`src/pkg/pdm_defs.vh`:
```
// register map, field positions and reset values of the pulse density modulator
`ifndef PDM_DEFS_VH
`define PDM_DEFS_VH

// register indices; byte address on the bus is four times the index
`define PDM_IDX_MAIN_CLK   8'h14
`define PDM_IDX_P2_DIR     8'h25
`define PDM_IDX_P2_MUX     8'h27
`define PDM_IDX_DWA_HIGH   8'h30
`define PDM_IDX_DWA_LOW    8'h31
`define PDM_IDX_DWB_HIGH   8'h32
`define PDM_IDX_DWB_LOW    8'h33
`define PDM_IDX_CONTROL    8'h36

// byte addresses on the bus
`define PDM_ADDR_MAIN_CLK  8'h50
`define PDM_ADDR_P2_DIR    8'h94
`define PDM_ADDR_P2_MUX    8'h9C
`define PDM_ADDR_DWA_HIGH  8'hC0
`define PDM_ADDR_DWA_LOW   8'hC4
`define PDM_ADDR_DWB_HIGH  8'hC8
`define PDM_ADDR_DWB_LOW   8'hCC
`define PDM_ADDR_CONTROL   8'hD8

// control register fields
`define PDM_CTL_EN_BIT     4
`define PDM_CTL_DIV_MSB    2
`define PDM_CTL_DIV_LSB    0
`define PDM_CTL_WMASK      8'h17

// port 2 mux: modulator route to pin 2
`define PDM_MUX_ROUTE_BIT  4
`define PDM_MUX_WMASK      8'h10

// port 2 direction bit of the modulator pin
`define PDM_PIN_BIT        2

// reset values
`define PDM_RST_BYTE       8'h00
`define PDM_RST_WORD       16'h0000

// divider and counter sizes
`define PDM_DIV_W          7
`define PDM_CNT_W          16

`endif

```
`src/design/pdm_top.v`:
```
// pulse density modulator with its APB register file and pin 2 output mux
`timescale 1ns/1ns
`include "pdm_defs.vh"

module pdm_top
(
  input wire CLK_SYS,
  input wire RST,
  input wire PSEL,
  input wire PENABLE,
  input wire PWRITE,
  input wire [7:0] PADDR,
  input wire [31:0] PWDATA,
  input wire [3:0] PSTRB,
  output wire [31:0] PRDATA,
  output wire PREADY,
  output wire PSLVERR,
  input wire GPIO_P22_DATA,
  input wire PIN_P22_I,
  output wire PIN_P22_O,
  output wire PIN_P22_OE,
  output wire P22_IN,
  output wire [7:0] PORT2_DIR,
  output wire [7:0] MAIN_CLOCK_SEL,
  output wire PDM_A_OUT,
  output wire PDM_B_OUT
);

  // register file
  reg [7:0] main_clock_q;
  reg [7:0] port2_direction_q;
  reg [7:0] port2_output_mux_q;
  reg [7:0] density_word_a_high_q;
  reg [7:0] density_word_a_low_q;
  reg [7:0] density_word_b_high_q;
  reg [7:0] density_word_b_low_q;
  reg [7:0] modulator_control_q;

  // bus answer registers
  reg [7:0] rdata_q;
  reg [7:0] rdata_d;
  reg slverr_q;
  reg slverr_d;

  // modulator state
  reg [`PDM_CNT_W-1:0] cnt_q;
  reg [`PDM_CNT_W-1:0] cnt_d;
  reg out_a_q;
  reg out_b_q;
  reg pin_o_q;
  reg pin_oe_q;
  reg pin_in_q;

  wire setup_phase;
  wire wr_access;
  wire lane0;
  wire modulator_enable;
  wire [2:0] modulator_clock_divisor;
  wire pin2_modulator_route;
  wire modulator_clock;
  wire [15:0] density_word_a;
  wire [15:0] density_word_b;
  wire [15:0] weighted;
  wire [15:0] include_a;
  wire [15:0] include_b;
  wire mix_a;
  wire mix_b;
  wire pin_route;

  // bus phases: data prepared in setup, write taken in access
  assign setup_phase = PSEL & ~PENABLE;
  assign wr_access = PSEL & PENABLE & PWRITE;
  assign lane0 = PSTRB[0];

  // zero wait state slave; answer data registered in setup
  assign PREADY = 1'b1;
  assign PRDATA = {24'h000000, rdata_q};
  assign PSLVERR = slverr_q;

  // control fields
  assign modulator_enable = modulator_control_q[`PDM_CTL_EN_BIT];
  assign modulator_clock_divisor = modulator_control_q[`PDM_CTL_DIV_MSB:`PDM_CTL_DIV_LSB];
  assign pin2_modulator_route = port2_output_mux_q[`PDM_MUX_ROUTE_BIT];

  // full density words from their byte halves
  assign density_word_a = {density_word_a_high_q, density_word_a_low_q};
  assign density_word_b = {density_word_b_high_q, density_word_b_low_q};

  // read data and error decode for the coming access phase
  always @*
  begin
    rdata_d = rdata_q;
    slverr_d = 1'b0;
    if (setup_phase)
    begin
      rdata_d = 8'h00;
      if (PADDR == `PDM_ADDR_MAIN_CLK)
      begin
        rdata_d = main_clock_q;
      end
      else if (PADDR == `PDM_ADDR_P2_DIR)
      begin
        rdata_d = port2_direction_q;
      end
      else if (PADDR == `PDM_ADDR_P2_MUX)
      begin
        rdata_d = port2_output_mux_q;
      end
      else if (PADDR == `PDM_ADDR_DWA_HIGH)
      begin
        rdata_d = density_word_a_high_q;
      end
      else if (PADDR == `PDM_ADDR_DWA_LOW)
      begin
        rdata_d = density_word_a_low_q;
      end
      else if (PADDR == `PDM_ADDR_DWB_HIGH)
      begin
        rdata_d = density_word_b_high_q;
      end
      else if (PADDR == `PDM_ADDR_DWB_LOW)
      begin
        rdata_d = density_word_b_low_q;
      end
      else if (PADDR == `PDM_ADDR_CONTROL)
      begin
        rdata_d = modulator_control_q;
      end
      else
      begin
        slverr_d = 1'b1; // unmapped address
      end
    end
  end

  // bus answer registers
  always @(posedge CLK_SYS or posedge RST)
  begin
    if (RST)
    begin
      rdata_q <= `PDM_RST_BYTE;
      slverr_q <= 1'b0;
    end
    else
    begin
      rdata_q <= rdata_d;
      slverr_q <= slverr_d;
    end
  end

  // register writes, taken at the access edge on byte lane 0
  always @(posedge CLK_SYS or posedge RST)
  begin
    if (RST)
    begin
      main_clock_q <= `PDM_RST_BYTE;
      port2_direction_q <= `PDM_RST_BYTE;
      port2_output_mux_q <= `PDM_RST_BYTE;
      density_word_a_high_q <= `PDM_RST_BYTE;
      density_word_a_low_q <= `PDM_RST_BYTE;
      density_word_b_high_q <= `PDM_RST_BYTE;
      density_word_b_low_q <= `PDM_RST_BYTE;
      modulator_control_q <= `PDM_RST_BYTE;
    end
    else if (wr_access && lane0)
    begin
      if (PADDR == `PDM_ADDR_MAIN_CLK)
      begin
        main_clock_q <= PWDATA[7:0];
      end
      else if (PADDR == `PDM_ADDR_P2_DIR)
      begin
        port2_direction_q <= PWDATA[7:0];
      end
      else if (PADDR == `PDM_ADDR_P2_MUX)
      begin
        port2_output_mux_q <= PWDATA[7:0] & `PDM_MUX_WMASK;
      end
      else if (PADDR == `PDM_ADDR_DWA_HIGH)
      begin
        density_word_a_high_q <= PWDATA[7:0];
      end
      else if (PADDR == `PDM_ADDR_DWA_LOW)
      begin
        density_word_a_low_q <= PWDATA[7:0];
      end
      else if (PADDR == `PDM_ADDR_DWB_HIGH)
      begin
        density_word_b_high_q <= PWDATA[7:0];
      end
      else if (PADDR == `PDM_ADDR_DWB_LOW)
      begin
        density_word_b_low_q <= PWDATA[7:0];
      end
      else if (PADDR == `PDM_ADDR_CONTROL)
      begin
        modulator_control_q <= PWDATA[7:0] & `PDM_CTL_WMASK;
      end
    end
  end

  // modulator clock enable, divided from the main clock
  pdm_clkdiv u_clkdiv
  (
    .clk(CLK_SYS),
    .rst(RST),
    .run(modulator_enable),
    .sel(modulator_clock_divisor),
    .tick(modulator_clock)
  );

  // free running weight counter, held at zero while disabled
  always @*
  begin
    if (!modulator_enable)
    begin
      cnt_d = `PDM_RST_WORD;
    end
    else if (modulator_clock)
    begin
      cnt_d = cnt_q + 16'h0001;
    end
    else
    begin
      cnt_d = cnt_q;
    end
  end

  // counter register
  always @(posedge CLK_SYS or posedge RST)
  begin
    if (RST)
    begin
      cnt_q <= `PDM_RST_WORD;
    end
    else
    begin
      cnt_q <= cnt_d;
    end
  end

  // signal n: counter bit 15-n set with all lower bits clear
  genvar n;
  generate
    for (n = 0; n < 16; n = n + 1)
    begin : g_weight
      localparam [15:0] LOW_MASK = (16'h0001 << (15 - n)) - 16'h0001;
      // high once per 2^(16-n) counts, never with another signal
      assign weighted[n] = cnt_q[15 - n] & ((cnt_q & LOW_MASK) == 16'h0000);
    end
  endgenerate

  // a cleared word bit includes its signal
  assign include_a = ~density_word_a;
  assign include_b = ~density_word_b;

  // combined streams and the pin route condition
  assign mix_a = |(weighted & include_a);
  assign mix_b = |(weighted & include_b);
  assign pin_route = modulator_enable & pin2_modulator_route;

  // combined outputs, low while disabled
  always @(posedge CLK_SYS or posedge RST)
  begin
    if (RST)
    begin
      out_a_q <= 1'b0;
      out_b_q <= 1'b0;
    end
    else if (!modulator_enable)
    begin
      out_a_q <= 1'b0;
      out_b_q <= 1'b0;
    end
    else
    begin
      out_a_q <= mix_a;
      out_b_q <= mix_b;
    end
  end

  assign PDM_A_OUT = out_a_q;
  assign PDM_B_OUT = out_b_q;

  // pin 2: modulator when enabled and routed, otherwise port latch
  always @(posedge CLK_SYS or posedge RST)
  begin
    if (RST)
    begin
      pin_o_q <= 1'b0;
      pin_oe_q <= 1'b0;
    end
    else
    begin
      if (pin_route)
      begin
        pin_o_q <= mix_a;
      end
      else
      begin
        pin_o_q <= GPIO_P22_DATA;
      end
      pin_oe_q <= port2_direction_q[`PDM_PIN_BIT];
    end
  end

  // pin input register, read back as the port level
  always @(posedge CLK_SYS or posedge RST)
  begin
    if (RST)
    begin
      pin_in_q <= 1'b0;
    end
    else
    begin
      pin_in_q <= PIN_P22_I;
    end
  end

  assign PIN_P22_O = pin_o_q;
  assign PIN_P22_OE = pin_oe_q;
  assign P22_IN = pin_in_q;
  assign PORT2_DIR = port2_direction_q;
  assign MAIN_CLOCK_SEL = main_clock_q;

endmodule

```
`src/design/pdm_clkdiv.v`:
```
// prescaler making the modulator clock enable from the main clock
`timescale 1ns/1ns
`include "pdm_defs.vh"

module pdm_clkdiv
(
  input wire clk,
  input wire rst,
  input wire run,
  input wire [2:0] sel,
  output wire tick
);

  reg [`PDM_DIV_W-1:0] cnt_q;
  reg [`PDM_DIV_W-1:0] cnt_d;
  wire [`PDM_DIV_W-1:0] low_mask;

  // code k keeps k low bits of the count; all ones every 2^k cycles
  assign low_mask = ~({`PDM_DIV_W{1'b1}} << sel);
  assign tick = run & ((cnt_q & low_mask) == low_mask);

  // free count while running, parked at zero when stopped
  always @*
  begin
    if (run)
    begin
      cnt_d = cnt_q + 7'h01;
    end
    else
    begin
      cnt_d = 7'h00;
    end
  end

  // count register
  always @(posedge clk or posedge rst)
  begin
    if (rst)
    begin
      cnt_q <= 7'h00;
    end
    else
    begin
      cnt_q <= cnt_d;
    end
  end

endmodule

```
`config.mk`:
```
export PLATFORM = sky130hd
export DESIGN_NAME = pdm_top
export DESIGN_NICKNAME = d
export VERILOG_FILES = /design/src/design/pdm_top.v /design/src/design/pdm_clkdiv.v
export VERILOG_INCLUDE_DIRS = /design/src /design/src/pkg
export SDC_FILE = /design/constraint.sdc
export NUM_CORES = 1
export LEC_CHECK = 0
export BUFFER_PORTS_ARGS = -buffer_cell sky130_fd_sc_hd__buf_2
export CAP_MARGIN = 20
export CORE_UTILIZATION = 35
export CTS_BUF_LIST = sky130_fd_sc_hd__clkbuf_4 sky130_fd_sc_hd__clkbuf_8
export CTS_CLUSTER_SIZE = 12
export DETAILED_ROUTE_END_ITERATION = 10
export GPL_TIMING_DRIVEN = 1
export RECOVER_POWER = 50
export SYNTH_ARGS = -nofsm -noshare
export SYNTH_HDL_FRONTEND = slang
export SYNTH_SLANG_ARGS = --single-unit
```
`constraint.sdc`:
```
create_clock -name CLK_SYS -period 6.6 [get_ports CLK_SYS]
set_input_delay 0 -clock CLK_SYS [delete_from_list [all_inputs] [get_ports CLK_SYS]]
set_output_delay 0 -clock CLK_SYS [all_outputs]
set_load 0.05 [all_outputs]
```
==> flow_metrics.py <==
metrics = {
    "clock_tree": {
        "cts_max_level": 3,
        "cts_buffers": 9,
        "clk_pin_slew_worst_paths_ns": 0.08,
        "clk_path_buf_depth": 2,
        "clock_sinks": 90,
        "root_buffer": "clkbuf_8",
        "cts_tree": "yes",
        "cts_hold_buf": 11,
        "clkLatencyLatePin_ns": 0.37,
        "postCtsSetupRepairBufs": 0,
        "ctsResizeCount": 0,
    },
    "worst_setup_path": {
        "crit_path_end_kind": "flop",
        "r2r_end": "cnt_q[4]$_DFFE_PP0P_",
        "critPathArrivalTime_ns": 2.82,
        "r2r_start": "u_clkdiv.cnt_q[0]$_DFF_PP0_",
        "start_kind": "primary input",
        "timing_worst_setup_path_type": "primary input to flop",
        "worstPathMaxFanout": 19,
        "cp.required_ns": 6.86,
        "worst-r2r-cell-count": 6,
        "reg2reg_slack_ns": 4.56,
    },
    "power_and_ir_drop": {
        "power.density_nw_per_um2": 196,
        "ir_drop_uv": 107,
        "power_w": 0.00105,
        "leakagePower_nw": 2.40,
    },
    "sta": {
        "rsz0062_at_grt": "false",
        "worst_slew_pin_slew_ns": 1.55,
        "period_share": 0.388,
        "tns_ns": 0,
        "relSlewSlack": -0.0402,
        "maxSlewViolCount": 36,
        "hold_viol_final": 0,
        "final-setup-viol-count": 0,
        "fin_skew_ns": 0.0116,
        "whs_ns": 0.0777,
        "min_period_ns": 2.56,
        "max_freq_ghz": 0.391,
    },
    "finish": {
        "final_nets": 585,
        "design_area_um2": 5370,
        "fin_cells": 710,
        "drive_gt1_frac": 0.187,
        "syn_to_final_growth_pct": 11.4,
        "fillers": 1357,
        "diodes": 0,
        "multi_input_area_um2": 2290,
        "final_cell_mix": "90 x dfrtp_1, 56 x mux2_2, 37 x nor2_1",
        "seq_area_um2": 2250,
        "final_common_cell": "dfrtp_1",
    },
    "route": {
        "wl_per_cell_um": 16.6,
        "finalWirelength_um": 11800,
        "drc": 0,
        "vias_per_cell": 5.21,
        "vias": 3702,
        "drtPass1Iterations": 5,
        "ant_nets": 0,
        "drt_iter0_markers": 265,
    },
    "die": {
        "io_pins": 106,
        "core_um2": 13300,
        "std_cell_rows": 42,
        "start_util": 0.361,
        "dieArea_um2": 14200,
        "die_w_um": 119,
        "die_h_um": 119,
    },
    "synth": {
        "synthDistinctLibCells": 47,
        "synthFlopType": "dfrtp_1",
        "synth-edff-count": 0,
        "synthCells": 478,
        "yosys_register_bits": 90,
        "ys_async_sr_fraction": 1.00,
        "synth_area_um2": 4820,
        "seq_area_frac_synth": 0.468,
        "syn-mean-instance-area_um2": 10.1,
        "yosysWarnings": 0,
    },
    "global_route": {
        "grt_max_degree": 57,
        "antenna_found_initial": 0,
        "grt_pass1_wl_um": 19100,
        "grt_pass1_vias": 3631,
        "grt_use_total": 0.173,
        "grt_overflow": 0,
    },
    "hold_path": {
        "hold_path_depth": 4,
        "hp-start": "PENABLE",
        "hold_path_class": "primary input to flop",
        "hold_end": "rdata_q[6]$_DFFE_PP0P_",
    },
    "status": {
        "violations": "max-capacitance violations, max-slew violations",
        "status": "finished with violations",
    },
    "placed_design": {
        "placed_cell_area_um2": 5100,
        "routabilityCongestion": 0.870,
        "dpl.hpwl_um": 8500,
        "place_inst": 684,
        "port_buffers": 53,
    },
    "job": {
        "maxCapViolCount": 1,
    },
}
## worst max path at each step
| stage | start | endpoint | slack [ns] | depth (start not counted) |
|---|---|---|---|---|
| 2_1_floorplan | RST | MAIN_CLOCK_SEL[0]$_DFFE_PP0P_ | 4.26 | 1 |
| 3_3_place_gp | PADDR[4] | density_word_b_low_q[0]$_DFFE_PP0P_ | 4.02 | 6 |
| 3_5_place_dp | PADDR[4] | density_word_b_low_q[3]$_DFFE_PP0P_ | 3.98 | 6 |
| 4_1_cts | PADDR[4] | density_word_b_low_q[6]$_DFFE_PP0P_ | 4.38 | 6 |
| 5_1_grt | PADDR[2] | PORT2_DIR[5]$_DFFE_PP0P_ | 3.90 | 6 |
| 6_report | PADDR[2] | PORT2_DIR[5]$_DFFE_PP0P_ | 4.04 | 6 |
## cells by family after synthesis
family	share of synthesized area
buffers and inverters	0.0735
XOR/XNOR	0.0218
AND/OR/NAND/NOR	0.164
other	0.00156
AO/OA/AOI/OAI	0.116
multiplexers	0.145
flip-flops	0.468
adder cells (fa/ha/maj)	0.0104
## where the power goes
part	internal, W	switching (W)
registers	0.000557	0.00000405
clock network	0.000193	0.000192
logic	0.0000212	0.0000862
## metal layers
layer  routed length (um)  track usage
met1                 5390        0.233
met2                 5570        0.270
met3                  712       0.0484
met4                  143       0.0531
met5                    0            0
## critical path, cell delays in order
cell and delay [ns]:
clkbuf_1 0.68, nor4b_1 0.56, nand3_1 0.22, nor2_1 0.49
nand3_1 0.46, mux2_2 0.40
## sequential cells by signal (all words and copies together), names as in the netlist
register               count
density_word_b_low_q       8
density_word_a_low_q       8
PDM_B_OUT                  1
PORT2_DIR                  8
cnt_q                     16
density_word_b_high_q      8
PIN_P22_O                  1
modulator_control_q        4
density_word_a_high_q      8
u_clkdiv.cnt_q             7
port2_output_mux_q         1
PIN_P22_OE                 1
rdata_q                    8
P22_IN                     1
PSLVERR                    1
MAIN_CLOCK_SEL             8
PDM_A_OUT                  1
## final cells by class
class,instances,area share
flip-flops and latches,90,0.420
well taps,176,0.0410
clock buffers,11,0.0282
multi-input cells,349,0.427
clock inverters,4,0.00956
inverters,15,0.0107
repair buffers,65,0.0641
## stage by stage
| step | worst slack [ns] | utilization |
|---|---|---|
| floorplan | 4.26 | - |
| global placement | 4.02 | 0.382 |
| detailed placement | 3.98 | 0.382 |
| CTS | 4.38 | 0.406 |
| global route | 3.90 | 0.402 |
| finish | 4.04 | 0.402 |
## cell usage after synthesis (all sizes together), types with 9 or more instances
master	count	area share
o22ai	9	0.012
o21ai	25	0.026
inv	15	0.012
buf	34	0.051
xnor2	9	0.016
nand3	12	0.012
clkbuf	13	0.010
nor3	12	0.012
dfrtp	90	0.47
nor2b	9	0.012
a21oi	36	0.037
nand2	36	0.028
nor3b	9	0.016
mux2	56	0.13
nor2	37	0.029
No activity file was read; power rests on OpenSTA's default activity.
